==> config.mk <==
export PLATFORM = sky130hd
export DESIGN_NAME = cmu_compare_unit
export DESIGN_NICKNAME = d
export VERILOG_FILES = /design/src/design/cmu_compare_unit.v /design/src/design/cmu_pwm_gen.v
export VERILOG_INCLUDE_DIRS = /design/src /design/src/design
export SDC_FILE = /design/constraint.sdc
export NUM_CORES = 1
export LEC_CHECK = 0
export ABC_CLOCK_PERIOD_IN_PS = 3450
export BUFFER_PORTS_ARGS = -buffer_cell sky130_fd_sc_hd__buf_4
export CAP_MARGIN = 20
export CELL_PAD_IN_SITES_DETAIL_PLACEMENT = 0
export CELL_PAD_IN_SITES_GLOBAL_PLACEMENT = 1
export CORE_MARGIN = 2
export CORE_UTILIZATION = 46
export CTS_CLUSTER_SIZE = 20
export DETAILED_ROUTE_END_ITERATION = 10
export PLACE_DENSITY = 0.86
export SYNTH_ARGS = -nofsm -noshare
export SYNTH_HDL_FRONTEND = slang
export SYNTH_SLANG_ARGS = --single-unit
==> constraint.sdc <==
create_clock -name mclk -period 3.45 [get_ports mclk]
set_clock_uncertainty 0.2 [all_clocks]
set_input_delay 0.1725 -clock mclk [delete_from_list [all_inputs] [get_ports mclk]]
set_output_delay 0.1725 -clock mclk [all_outputs]
set_load 0.02 [all_outputs]
==> src/design/cmu_defs.vh <==
// Constants for the compare match unit.
`ifndef CMU_DEFS_VH
`define CMU_DEFS_VH
`define CMU_ADDR_W 3
`define CMU_REG_CVLOW 3'h0
`define CMU_REG_CVHIGH 3'h1
`define CMU_REG_CTRL 3'h2
`define CMU_REG_STATUS 3'h3
`define CMU_REG_MASK 3'h4
`define CMU_REG_PIN 3'h5
`define CMU_CTRL_RESET 8'h00
`define CMU_CTRL_MASK 8'h3f
`define CMU_MODE_OFF 4'h0
`define CMU_MODE_TOGGLE 4'h2
`define CMU_MODE_SETHI 4'h8
`define CMU_MODE_SETLO 4'h9
`define CMU_MODE_SWINT 4'ha
`define CMU_MODE_TRIG 4'hb
`define CMU_ST_MATCH 0
`define CMU_ST_TRIG 1
`define CMU_ST_W 2
`define CMU_DUTY_LSB 4
`define CMU_PWM_W 10
`endif

==> src/design/cmu_compare_unit.v <==
// Compare match unit: compare, pin action, special trigger, PWM and registers.
//
// Decided for this implementation: the strobed register port and the register addresses.
`timescale 1ns/1ps
`default_nettype none
`include "cmu_defs.vh"
module cmu_compare_unit #(
   parameter UNIT = 1,
   parameter PWM_W = `CMU_PWM_W
) (
   input wire mclk,
   input wire rst_n,
   input wire [`CMU_ADDR_W-1:0] regAddr,
   input wire [7:0] regWrData,
   input wire regWrStb,
   input wire regRdStb,
   output reg [7:0] regRdData_q,
   input wire [15:0] timerA,
   input wire [15:0] timerB,
   input wire useTimerB,
   input wire [PWM_W-1:0] pwmPeriod,
   input wire adcEnabled,
   output reg unitPin_q,
   output reg specialTrig_q,
   output reg timerAClear_q,
   output reg timerBClear_q,
   output reg suppressOvfFlag_q,
   output reg adcStart_q,
   output reg irq_q
);
   reg [7:0] cvLow_q;
   reg [7:0] cvHigh_q;
   reg [7:0] ctrl_q;
   reg cmpLatch_q;
   reg [`CMU_ST_W-1:0] status_q;
   reg [`CMU_ST_W-1:0] mask_q;
   reg matchSeen_q;
   wire pwmOut;
   wire [3:0] mode = ctrl_q[3:0];
   wire pwmMode = (mode[3:2] == 2'b11);
   wire [PWM_W-1:0] duty = {cvLow_q, ctrl_q[`CMU_DUTY_LSB+1:`CMU_DUTY_LSB]};
   wire [15:0] timerSel = useTimerB ? timerB : timerA;
   wire isCompare = (mode == `CMU_MODE_TOGGLE) || (mode == `CMU_MODE_SETHI) ||
      (mode == `CMU_MODE_SETLO) || (mode == `CMU_MODE_SWINT) || (mode == `CMU_MODE_TRIG);
   // Level match, acted on once per entry so a stalled timer does not retrigger.
   wire eqNow = isCompare && ({cvHigh_q, cvLow_q} == timerSel);
   wire match = eqNow && !matchSeen_q;
   wire trigUnit = (UNIT == 1) || (UNIT == 2);
   wire trigEv = match && (mode == `CMU_MODE_TRIG) && trigUnit;
   wire ctrlWr = regWrStb && (regAddr == `CMU_REG_CTRL);
   wire [7:0] ctrlNew = regWrData & `CMU_CTRL_MASK;
   wire [`CMU_ST_W-1:0] evts = {trigEv, match};
   wire [`CMU_ST_W-1:0] clrBits = (regWrStb && regAddr == `CMU_REG_STATUS) ?
      regWrData[`CMU_ST_W-1:0] : {`CMU_ST_W{1'b0}};
   reg [7:0] rd_d;

   cmu_pwm_gen #(.W(PWM_W)) pwmGen (
      .mclk(mclk),
      .rst_n(rst_n),
      .enable(pwmMode),
      .duty(duty),
      .period(pwmPeriod),
      .pwmOut_q(pwmOut)
   );

   always @(posedge mclk or negedge rst_n) begin
      if (!rst_n) begin
         cvLow_q <= 8'h00;
         cvHigh_q <= 8'h00;
         ctrl_q <= `CMU_CTRL_RESET;
         mask_q <= {`CMU_ST_W{1'b0}};
      end else if (regWrStb) begin
         case (regAddr)
            `CMU_REG_CVLOW: cvLow_q <= regWrData;
            `CMU_REG_CVHIGH: begin
               if (!pwmMode) begin
                  cvHigh_q <= regWrData;
               end
            end
            `CMU_REG_CTRL: ctrl_q <= ctrlNew;
            `CMU_REG_MASK: mask_q <= regWrData[`CMU_ST_W-1:0];
            default: ;
         endcase
      end
   end

   always @(posedge mclk or negedge rst_n) begin
      if (!rst_n) begin
         cmpLatch_q <= 1'b0;
         matchSeen_q <= 1'b0;
         status_q <= {`CMU_ST_W{1'b0}};
      end else begin
         matchSeen_q <= eqNow;
         status_q <= (status_q & ~clrBits) | evts;
         if (ctrlWr) begin
            if (ctrlNew == 8'h00) begin
               cmpLatch_q <= 1'b0;
            end else if (ctrlNew[3:0] == `CMU_MODE_SETHI) begin
               cmpLatch_q <= 1'b0;
            end else if (ctrlNew[3:0] == `CMU_MODE_SETLO) begin
               cmpLatch_q <= 1'b1;
            end
         end else if (match) begin
            case (mode)
               `CMU_MODE_TOGGLE: cmpLatch_q <= ~cmpLatch_q;
               `CMU_MODE_SETHI: cmpLatch_q <= 1'b1;
               `CMU_MODE_SETLO: cmpLatch_q <= 1'b0;
               default: cmpLatch_q <= cmpLatch_q;
            endcase
         end
      end
   end

   always @(posedge mclk or negedge rst_n) begin
      if (!rst_n) begin
         unitPin_q <= 1'b0;
         specialTrig_q <= 1'b0;
         timerAClear_q <= 1'b0;
         timerBClear_q <= 1'b0;
         suppressOvfFlag_q <= 1'b0;
         adcStart_q <= 1'b0;
         irq_q <= 1'b0;
      end else begin
         // The compare latch already follows control writes of zero, so the pin follows one cycle later.
         unitPin_q <= pwmMode ? pwmOut : cmpLatch_q;
         specialTrig_q <= trigEv;
         timerAClear_q <= trigEv && !useTimerB;
         timerBClear_q <= trigEv && useTimerB;
         suppressOvfFlag_q <= trigEv && (UNIT == 2);
         adcStart_q <= trigEv && (UNIT == 2) && adcEnabled;
         irq_q <= |(((status_q & ~clrBits) | evts) & mask_q);
      end
   end

   always @* begin
      rd_d = 8'h00;
      case (regAddr)
         `CMU_REG_CVLOW: rd_d = cvLow_q;
         `CMU_REG_CVHIGH: rd_d = cvHigh_q;
         `CMU_REG_CTRL: rd_d = ctrl_q;
         `CMU_REG_STATUS: rd_d = {{(8-`CMU_ST_W){1'b0}}, status_q};
         `CMU_REG_MASK: rd_d = {{(8-`CMU_ST_W){1'b0}}, mask_q};
         `CMU_REG_PIN: rd_d = {7'h00, unitPin_q};
         default: rd_d = 8'h00;
      endcase
   end

   always @(posedge mclk or negedge rst_n) begin
      if (!rst_n) begin
         regRdData_q <= 8'h00;
      end else if (regRdStb) begin
         regRdData_q <= rd_d;
      end else begin
         regRdData_q <= 8'h00;
      end
   end
endmodule // cmu_compare_unit
`default_nettype wire

==> src/design/cmu_pwm_gen.v <==
// Ten-bit PWM generator with period-boundary double buffering of the duty value.
`timescale 1ns/1ps
`default_nettype none
module cmu_pwm_gen #(
   parameter W = 10
) (
   input wire mclk,
   input wire rst_n,
   input wire enable,
   input wire [W-1:0] duty,
   input wire [W-1:0] period,
   output reg pwmOut_q
);
   reg [W-1:0] cnt_q;
   reg [W-1:0] dutyLatched_q;
   always @(posedge mclk or negedge rst_n) begin
      if (!rst_n) begin
         cnt_q <= {W{1'b0}};
         dutyLatched_q <= {W{1'b0}};
         pwmOut_q <= 1'b0;
      end else if (!enable) begin
         cnt_q <= {W{1'b0}};
         dutyLatched_q <= duty;
         pwmOut_q <= 1'b0;
      end else if (cnt_q == period) begin
         cnt_q <= {W{1'b0}};
         dutyLatched_q <= duty;
         pwmOut_q <= (duty != {W{1'b0}});
      end else begin
         cnt_q <= cnt_q + {{(W-1){1'b0}}, 1'b1};
         if (cnt_q + {{(W-1){1'b0}}, 1'b1} == dutyLatched_q) begin
            pwmOut_q <= 1'b0;
         end
      end
   end
endmodule // cmu_pwm_gen
`default_nettype wire

### After elaboration in Yosys (flattened, before gate mapping)

Index checks and enable logic that the tools add are counted.

| word-level totals | value |
|---|---|
| register bits after elaboration | 62 |

| operators by class | value |
|---|---|
| add/subtract/negate cells | 1 |
| muxes and demuxes | 18 |
| reduce and logical (&&, ||, !) cells | 24 |
| bitwise gates (word level) | 6 |
| eq/ne operators | 19 |

Operators with widths:

| operator | count |
|---|---|
| 8-bit one-hot mux with 6 select lines | 1 |
| 10-bit 2-to-1 mux | 4 |
| 4-bit equality test (second input constant) | 6 |
| 10-bit equality test | 2 |
| 16-bit equality test | 1 |
| 16-bit 2-to-1 mux | 1 |
| 10-bit by 1-bit adder with 10-bit output (second input constant) | 1 |
| 10-bit nonzero test | 1 |
| 1-bit 2-to-1 mux | 9 |
| 8-bit zero test | 1 |
| 8-bit 2-to-1 mux | 1 |
| 1-bit logical AND | 7 |
| 3-bit by 2-bit equality test with 1-bit output (second input constant) | 2 |
| 3-bit equality test (second input constant) | 2 |
| 2-bit AND reduction | 3 |
| 3-bit AND reduction | 2 |
| 2-bit AND | 2 |
| 4-bit by 2-bit equality test with 1-bit output (second input constant) | 1 |
| 1-bit logical OR | 4 |
| 4-bit by 1-bit != test with 1-bit output (second input constant) | 1 |
| 4-bit nonzero test | 1 |
| 3-bit by 1-bit equality test with 1-bit output (second input constant) | 1 |
| 3-bit zero test | 1 |
| 3-bit != test (second input constant) | 1 |
| 10 further kinds | 12 |

### Longest topological paths before layout

Gate-level depths: netlist (run 1).

| depth | value |
|---|---|
| word-level depth | 11 |
| gate-level depth with buffers | 8 |
| mapped depth without buffers | 7 |

### Modules after synthesis

Synthesis (run 1) repeated with hierarchy kept, for this count alone.

| unflattened totals | value |
|---|---|
| cell total of the unflattened synthesis | 322 |
| area, all modules | 3,532.1 µm² |

By module, submodules not included:

| module | seq. area each (µm²) | cells each | area each (µm²) | instances |
|---|---|---|---|---|
| cmu_compare_unit | 1,026.0 | 192 | 2,189.6 | 1 |
| cmu_pwm_gen | 525.5 | 130 | 1,342.5 | 1 |

### Worst setup path after synthesis (run 1)

Ideal clock, no wire load.

| timing | value |
|---|---|
| path kind | reg2reg |
| start | register pwmGen.cnt_q[0] |
| end | register pwmGen.pwmOut_q |
| setup time | 0.134 ns |
| clock period less this slack | 2.313 ns |
| slack | 1.137 ns |
| data required time | 3.116 ns |
| cell stages (with the launch flop) | 8 |
| data arrival time | 1.979 ns |
| path through | dfrtp_1 ha_1 and4_1 a211o_1 a32o_1 a32o_1 o311ai_0 a21oi_1 |

| between the ends | value |
|---|---|
| cells in the longest elaborated chain, start to end | 3 |
| elaborated cells between the ends (all ways) | 6 |

Ends and longest elaborated chain:

| what | RTL line | source |
|---|---|---|
| start: declaration | cmu_pwm_gen.v:14 | `reg [W-1:0] cnt_q;` |
| start signal: assignment | cmu_pwm_gen.v:18 | `cnt_q <= {W{1'b0}};` |
| start signal: assignment | cmu_pwm_gen.v:22 | `cnt_q <= {W{1'b0}};` |
| start signal: assignment | cmu_pwm_gen.v:26 | `cnt_q <= {W{1'b0}};` |
| 10-bit by 1-bit adder with 10-bit output or 10-bit equality test (tied branches) | cmu_pwm_gen.v:31, cmu_pwm_gen.v:25 |  |
| 10-bit equality test or 1-bit 2-to-1 mux (tied branches) | cmu_pwm_gen.v:31, cmu_pwm_gen.v:25 |  |
| 3-bit != test (no source line) or 1-bit 2-to-1 mux (tied branches) | n/a |  |
| end signal: assignment | cmu_pwm_gen.v:28 | `pwmOut_q <= (duty != {W{1'b0}});` |
| end: declaration | cmu_pwm_gen.v:12 | `output reg pwmOut_q` |

Several ways; a longest one is shown, not always the timed one.
A chain may end at the register's enable or synchronous reset.

### Worst setup path in the final report (run 1)

Ends and elaborated chain as after synthesis.

==> metrics.md, run 1 <==
| Metric | Value |
|---|---|
| Worst slew pin tran | 860 ps |
| Post-synth ARST share | 100% |
| First-pass DRT Iterations | 4 |
| Final Cell Area | 4320 um^2 |
| Clock sink count | 62 |
| Post-Route WL | 8.17 mm |
| PD cells | 475 nW/um^2 |
| Routed WL per cell | 15.9 um |
| Area growth, synth to finish | 24.0% |
| FILL cells | 664 |
| Synth Cell Area | 3490 um^2 |
| Fin. Hold Viols | 0 |
| Htree depth | 3 |
| Final hold slack | 70.4 ps |
| DRC violations left | 0 |
| Initial antenna violation count | 0 |
| Status | completed |
| Placer congestion estimate | 0.889 |
| DP HPWL | 6.02 mm |
| IO Count | 74 |
| DR vias | 2683 |
| Yosys reg bits | 62 |
| CTS tree | built |
| Slowest CP cell | dfrtp_1 |
| Tmin final | 2500 ps |
| Top sig layer | met4 |
| Syn Area/Cell | 10.5 um^2 |
| Max-slew violations | 0 |
| Maximum buffer depth of the clock tree | 2 |
| Pin count of the biggest net entering global routing | 63 |
| Vias in the first global route | 2761 |
| Routed wl met2 | 4.15 mm |
| Pleak | 1.97 nW |
| Post-CTS resize count | 0 |
| EDFF count, synth | 0 |
| Unrepaired setup endpoints after global routing | no |
| Nets@finish | 469 |
| # rows | 31 |
| Worst-path cell chain | ha_1 -> and4_1 -> a211o_1 -> a32o_1 -> a32o_1 -> o311ai_0 -> a21oi_1 |
| Crit path top cell by count | a32o_1 |
| Root Buffer | clkbuf_8 |
| Post-CTS setup buffers | 0 |
| PnR Total Power | 2.05 mW |
| Crit path required time | 3450 ps |
| Max Freq | 400 MHz |
| Setup TNS | 0 ps |
| Area after DPL | 4050 um^2 |
| DRT met1 WL | 3.56 mm |
| Chip width | 91.1 um |
| Final setup viols | 0 |
| Share of cells above drive strength 1 | 28.0% |
| Peak supply drop | 224 uV |
| Period utilization | 72.5% |
| Commonest non-fill, non-tap cells in the layout | buf_4, dfrtp_1, nand2_1 |
| ANT cells | 0 |
| Iteration-0 DRC Markers | 106 |
| Post-DRT Antenna Nets | 0 |
| Min-delay worst type | input pin to flop |
| Crit-path max FO | 7 |
| TritonCTS Buffers | 9 |
| Crit path kind | flop to flop |
| Max stage delay on crit path | 470 ps |
| Worst setup SP type | flop |
| Core area | 7290 um^2 |
| PortBufs | 70 |
| Met3 wire len | 284 um |
| Clk slew on worst S/H paths | 70 ps |
| Worst-Skew Late Latency | 330 ps |
| Slew headroom | 42.3% |
| Max Cap Viol | 0 |
| First-pass GRT wire length | 13.7 mm |
| Vert. Die Dim | 91.1 um |
| Starting Density | 47.8% |
| Unique masters post-synth | 55 |
| Seq/Total Area, Yosys | 44.5% |
| Die ar. | 8290 um^2 |
| Critical Path End Type | flop |
| Most common cell after layout, fill and taps aside | buf_4 |
| Syn Inst Count | 333 |
| Grt total ovfl | 0 |
| Synth warnings | 0 |
| Via/cell ratio | 5.23 |
| Ys flop type | dfrtp_1 |
| Data arrival, critical path | 2500 ps |
| GRT Resource Usage Total | 20.7% |
flip-flops by register name, summed over array words and instances, names as in the netlist, 2 cells and up:
register	cells
cvHigh_q	8
ctrl_q	6
cvLow_q	8
status_q	2
pwmGen.dutyLatched_q	10
mask_q	2
regRdData_q	8
pwmGen.cnt_q	10
cells by family after synthesis:
group	Yosys count	share of synthesized area, %
DFF	62	44.5
other	1	0.108
buffers and inverters	21	3.19
muxes	53	16.4
AOI/OAI and AO/OA	28	5.92
adders and majority gates	1	0.359
xor gates and xnor gates	45	11.3
and+or+nand+nor	122	18.2
power breakdown:
group / switching (mW) / leakage, nW / internal, mW / total [mW]
registers: 0.144 / 0.789 / 0.845 / 0.989
clock network: 0.273 / 0.0861 / 0.277 / 0.550
logic: 0.235 / 1.09 / 0.279 / 0.513
total: 0.652 / 1.97 / 1.40 / 2.05
worst paths after layout:
path / slack, ps / startpoint / end / depth (start not counted)
worst max-delay path: 950 / pwmGen.cnt_q[0] / pwmGen.pwmOut_q / 7
max in group asynchronous: 2270 / rst_n / pwmGen.dutyLatched_q[4] / 2
worst max register to register: 950 / pwmGen.cnt_q[0] / pwmGen.pwmOut_q / 7
worst min-delay path: 70 / regAddr[1] / regRdData_q[4] / 4
min in group asynchronous: 250 / rst_n / pwmGen.cnt_q[7] / 2
worst min register to register: 290 / pwmGen.dutyLatched_q[9] / pwmGen.dutyLatched_q[9] / 2
layer usage:
layer | GRT usage, % | vias to the layer above
met5 | 0 | -
met1 | 27.2 | 1274
met4 | 8.46 | 0
met2 | 34.3 | 64
li1 | - | 1330
met3 | 3.24 | 15
cell type report:
cell class	count	area [um^2]	share of cell area, %
clock buffers	12	145	3.36
clock inverters	4	22.5	0.521
inverters	3	11.3	0.260
multi-input cells	251	1830	42.2
flip-flops and latches	62	1550	35.9
well taps	99	124	2.86
repair buffers	82	643	14.9
synth_stat cells, drive strengths merged, types with 3 or more instances:
master,number,area share (%)
a21oi,5,0.72
and2,4,0.75
and4,4,1.0
buf,7,1.7
clkbuf,11,1.2
dfrtp,62,45
inv,3,0.32
mux2,24,7.8
mux2i,28,8.0
nand2,37,4.0
nand3,5,0.72
nand4,8,1.4
nor2,30,3.2
nor2b,3,0.54
nor3,3,0.57
nor3b,3,0.65
nor4,8,1.4
o211ai,3,0.65
o21ai,3,0.43
o311ai,3,0.75
xnor2,30,7.5
xor2,15,3.8
critical path: cells and delay by family, from the launching register on:
| kind | cells | cell delay, ps |
|---|---|---|
| compound gates | 5 | 1170 |
| fa+ha+maj | 1 | 270 |
| flops | 1 | 470 |
| simple gates | 1 | 260 |
stage by stage:
step | utilization, % | cells | setup WS [ps]
4_1_cts | 59.3 | 513 | 955
6_report | 59.3 | 513 | 949
3_5_place_dp | 55.5 | 486 | 979
2_1_floorplan | - | 334 | 1140
3_3_place_gp | 55.5 | 486 | 976
5_1_grt | 59.3 | 513 | 747
what timing repair did:
item / in CTS / in global routing
hold buffers: 11 / 0
setup endpoints to repair: 0 / 0
endpoints found under the hold margin: 94 / 0
Note: power is estimated with default switching activity, not from simulation.
==> inputs of run 2 (changes only) <==
--- a/config.mk
+++ b/config.mk
@@ -6,16 +6,17 @@
 export SDC_FILE = /design/constraint.sdc
 export NUM_CORES = 1
 export LEC_CHECK = 0
-export ABC_CLOCK_PERIOD_IN_PS = 3450
+export ABC_AREA = 1
+export ABC_CLOCK_PERIOD_IN_PS = 2600
 export BUFFER_PORTS_ARGS = -buffer_cell sky130_fd_sc_hd__buf_4
 export CAP_MARGIN = 20
 export CELL_PAD_IN_SITES_DETAIL_PLACEMENT = 0
 export CELL_PAD_IN_SITES_GLOBAL_PLACEMENT = 1
 export CORE_MARGIN = 2
-export CORE_UTILIZATION = 46
+export CORE_UTILIZATION = 39
 export CTS_CLUSTER_SIZE = 20
 export DETAILED_ROUTE_END_ITERATION = 10
-export PLACE_DENSITY = 0.86
+export PLACE_DENSITY = 0.8
 export SYNTH_ARGS = -nofsm -noshare
 export SYNTH_HDL_FRONTEND = slang
 export SYNTH_SLANG_ARGS = --single-unit
==> constraint.sdc (replaced) <==
create_clock -name mclk -period 2.6 [get_ports mclk]
set_clock_uncertainty 0.2 [all_clocks]
set_input_delay 0.13 -clock mclk [delete_from_list [all_inputs] [get_ports mclk]]
set_output_delay 0.13 -clock mclk [all_outputs]
set_load 0.02 [all_outputs]
==> run 2 against run 1 <==
Die area up 25%. Synthesized cell count increased by 68%. Sequential power increased by 27%. Total power increased by 43%. Combinational power increased by 53%. Clock power rose by 62%. Cell count increased by 52%. Routed wire length rose by 27%. Register-to-register slack got worse by 400 ps.
==> metrics.md, run 2 <==
| Metric | Value |
|---|---|
| Critical Path End Type | flop |
| Area contributors post-synth | dfrtp_1, nand2_1, inv_1 |
| IO Count | 74 (unchanged) |
| First-pass GRT wire length | 16.7 mm (+23%) |
| R2R cell count | 12 (+5) |
| Syn Area/Cell | 6.68 um^2 (-36%) |
| Ys flop type | dfrtp_1 |
| Worst slew pin tran | 784 ps (-75.9 ps) |
| FILL cells | 996 (+50%) |
| Slew headroom | 47.7% (+5.4 points) |
| Vert. Die Dim | 102 um (+12%) |
| Initial antenna violation count | 0 (unchanged) |
| PortBufs | 70 (unchanged) |
| Die ar. | 10400 um^2 (+25%) |
| Worst r2r dst | pwmGen.pwmOut_q |
| Hold buffers post-CTS | 13 (+2) |
| Yosys reg bits | 62 (unchanged) |
| Post-CTS setup buffers | 0 (unchanged) |
| Area after DPL | 4380 um^2 (+8.1%) |
| Root Buffer | clkbuf_8 |
| Reg2reg setup slack | 550 ps (-400 ps) |
| Worst setup SP type | input pin |
| Maximum buffer depth of the clock tree | 2 (unchanged) |
| Via/cell ratio | 4.76 (-9.0%) |
| Peak supply drop | 352 uV (+57%) |
| First-pass DRT Iterations | 4 (unchanged) |
| Placer congestion estimate | 0.911 (+2.5%) |
| Starting Density | 40.2% (-7.6 points) |
| Leading area contributor after synthesis | dfrtp_1 |
| Grt total ovfl | 0 (unchanged) |
| Area growth, synth to finish | 26.2% |
| DR vias | 3711 (+38%) |
| Chip width | 102 um (+12%) |
| GRT Resource Usage Total | 21.0% (+0.30 points) |
| Data arrival, critical path | 2290 ps (-210 ps) |
| Post-synth ARST share | 100% (unchanged) |
| Util after Layout | 50.8% (-8.5 points) |
| Worst Hold Launch | regAddr[0] |
| Crit path required time | 2640 ps (-810 ps) |
| Hold Path Sink | regRdData_q[1] |
| Most common cell after layout, fill and taps aside | nand2_1 |
| Commonest cells post-synth | nand2_1, inv_1, dfrtp_1 |
| PD cells | 623 nW/um^2 (+31%) |
| Syn Inst Count | 559 (+68%) |
| Htree depth | 3 (unchanged) |
| Post-Route WL | 10.3 mm (+27%) |
| Multi-input gate area | 1780 um^2 (-2.7%) |
| Status | completed |
| EDFF count, synth | 0 (unchanged) |
| TritonCTS Buffers | 9 (unchanged) |
| Crit-path max FO | 20 (+13) |
| Worst hold path depth | 6 (+2) |
| Top cell type's share of synthesized area | 41.5% (-3.0 points) |
| Post-CTS resize count | 0 (unchanged) |
| Final Cell Area | 4710 um^2 (+9.0%) |
| Max Cap Viol | 0 (unchanged) |
| Routed WL per cell | 13.2 um (-17%) |
| Max Freq | 444 MHz |
| Iteration-0 DRC Markers | 158 (+49%) |
| Synth warnings | 0 (unchanged) |
| DRC violations left | 0 (unchanged) |
| Pin count of the biggest net entering global routing | 63 (unchanged) |
| Crit path kind | input pin to flop |
| Commonest non-fill, non-tap cells in the layout | nand2_1, inv_1, buf_4 |
| Min-delay worst type | input pin to flop |
| Largest registers | pwmGen.cnt_q x10, pwmGen.dutyLatched_q x10 |
| Vias in the first global route | 3547 (+28%) |
| Clock sink count | 62 (unchanged) |
| Unrepaired setup endpoints after global routing | no |
| Max-slew violations | 0 (unchanged) |
| Core area | 9280 um^2 (+27%) |
| Finished Layout Cells | 780 (+52%) |
| Pleak | 2.57 nW (+30%) |
| Synth Cell Area | 3740 um^2 (+7.2%) |
| PnR Total Power | 2.94 mW (+43%) |
| Setup TNS | 0 ps (unchanged) |
| Period utilization | 86.7% |
| Most common cell in the netlist | nand2_1 |
| Clk slew on worst S/H paths | 70 ps (about the same) |
| Sequential cell area | 1550 um^2 (unchanged) |
| Worst-Skew Late Latency | 340 ps (about the same) |
| DP HPWL | 8.19 mm (+36%) |
| Tmin final | 2250 ps |
| Share of cells above drive strength 1 | 14.9% (-13 points) |
| CTS tree | built |
| Post-DRT Antenna Nets | 0 (unchanged) |
| Unique masters post-synth | 32 (-42%) |
| Final setup viols | 0 (unchanged) |
| Reg-to-Reg Start | pwmGen.cnt_q[0] |
| # rows | 35 (+13%) |
| Seq/Total Area, Yosys | 41.5% (-3.0 points) |
| ANT cells | 0 (unchanged) |
| Fin. Hold Viols | 0 (unchanged) |
| Nets@finish | 707 (+51%) |
| Dpl cells | 752 (+55%) |
-- run 2: where the power goes --
part / total [mW] / internal (mW) / switching [mW]
logic: 0.785 / 0.311 / 0.474
registers: 1.26 / 1.11 / 0.150
clock network: 0.889 / 0.514 / 0.374
total: 2.94 / 1.94 / 0.999
-- run 2: kinds of logic (layout without fill, tap and decap cells) --
logic type,Yosys count,in the layout,share of synthesized area (%)
other,1,2,0.100
AO/OA/AOI/OAI,65,65,9.38
flip-flops,62,62,41.5
AND/OR/NAND/NOR,323,323,35.6
buffers and inverters,99,190,11.0
adder cells (fa/ha/maj),1,1,0.335
XOR/XNOR,8,8,2.08
-- run 2: critical path, cell delays in order --
cell           delay [ps]
dlygate4sd3_1         530
buf_4                 210
inv_2                 260
nand2_1               140
nand3_1               120
nand2_1                80
nor2_2                120
nand2_1                60
nor2_1                 90
nand4_1               220
nand2_1               160
nand2_1                60
nand2_1                60
nand2_1                40
-- run 2: final cells by class --
type,count,area share (%)
Multi-Input combinational cell,399,37.7
Inverter,88,7.01
Timing Repair Buffer,87,14.5
Clock inverter,3,0.903
Sequential cell,62,32.9
Tap cell,129,3.42
Clock buffer,12,3.50
-- run 2: layer usage --
layer | vias to the layer above | global-route usage, % | wire length, um | share of wire (%)
met4 | 0 | 5.33 | 146 | 1.4
met1 | 1693 | 29.4 | 4900 | 47
met3 | 13 | 4.10 | 490 | 4.7
met2 | 82 | 33.9 | 4790 | 46
li1 | 1923 | - | - | -
met5 | - | 0 | 0 | 0
-- run 2: how the worst max path moves through the flow --
stage / startpoint / to / slack [ps] / cells after the start
after floorplan: pwmGen.cnt_q[0] / pwmGen.pwmOut_q / 860 / 12
after global placement: useTimerB / cmpLatch_q / 550 / 15
after detailed placement: useTimerB / cmpLatch_q / 520 / 12
after CTS: useTimerB / cmpLatch_q / 330 / 13
after global routing: useTimerB / cmpLatch_q / 100 / 14
final: useTimerB / cmpLatch_q / 350 / 14
-- run 2: through the flow --
stage	setup WS (ps)	hold WS [ps]
after floorplan	861	-366
after global placement	553	69.4
after detailed placement	525	75.0
after CTS	329	38.2
after global routing	96.0	81.1
final	347	51.2
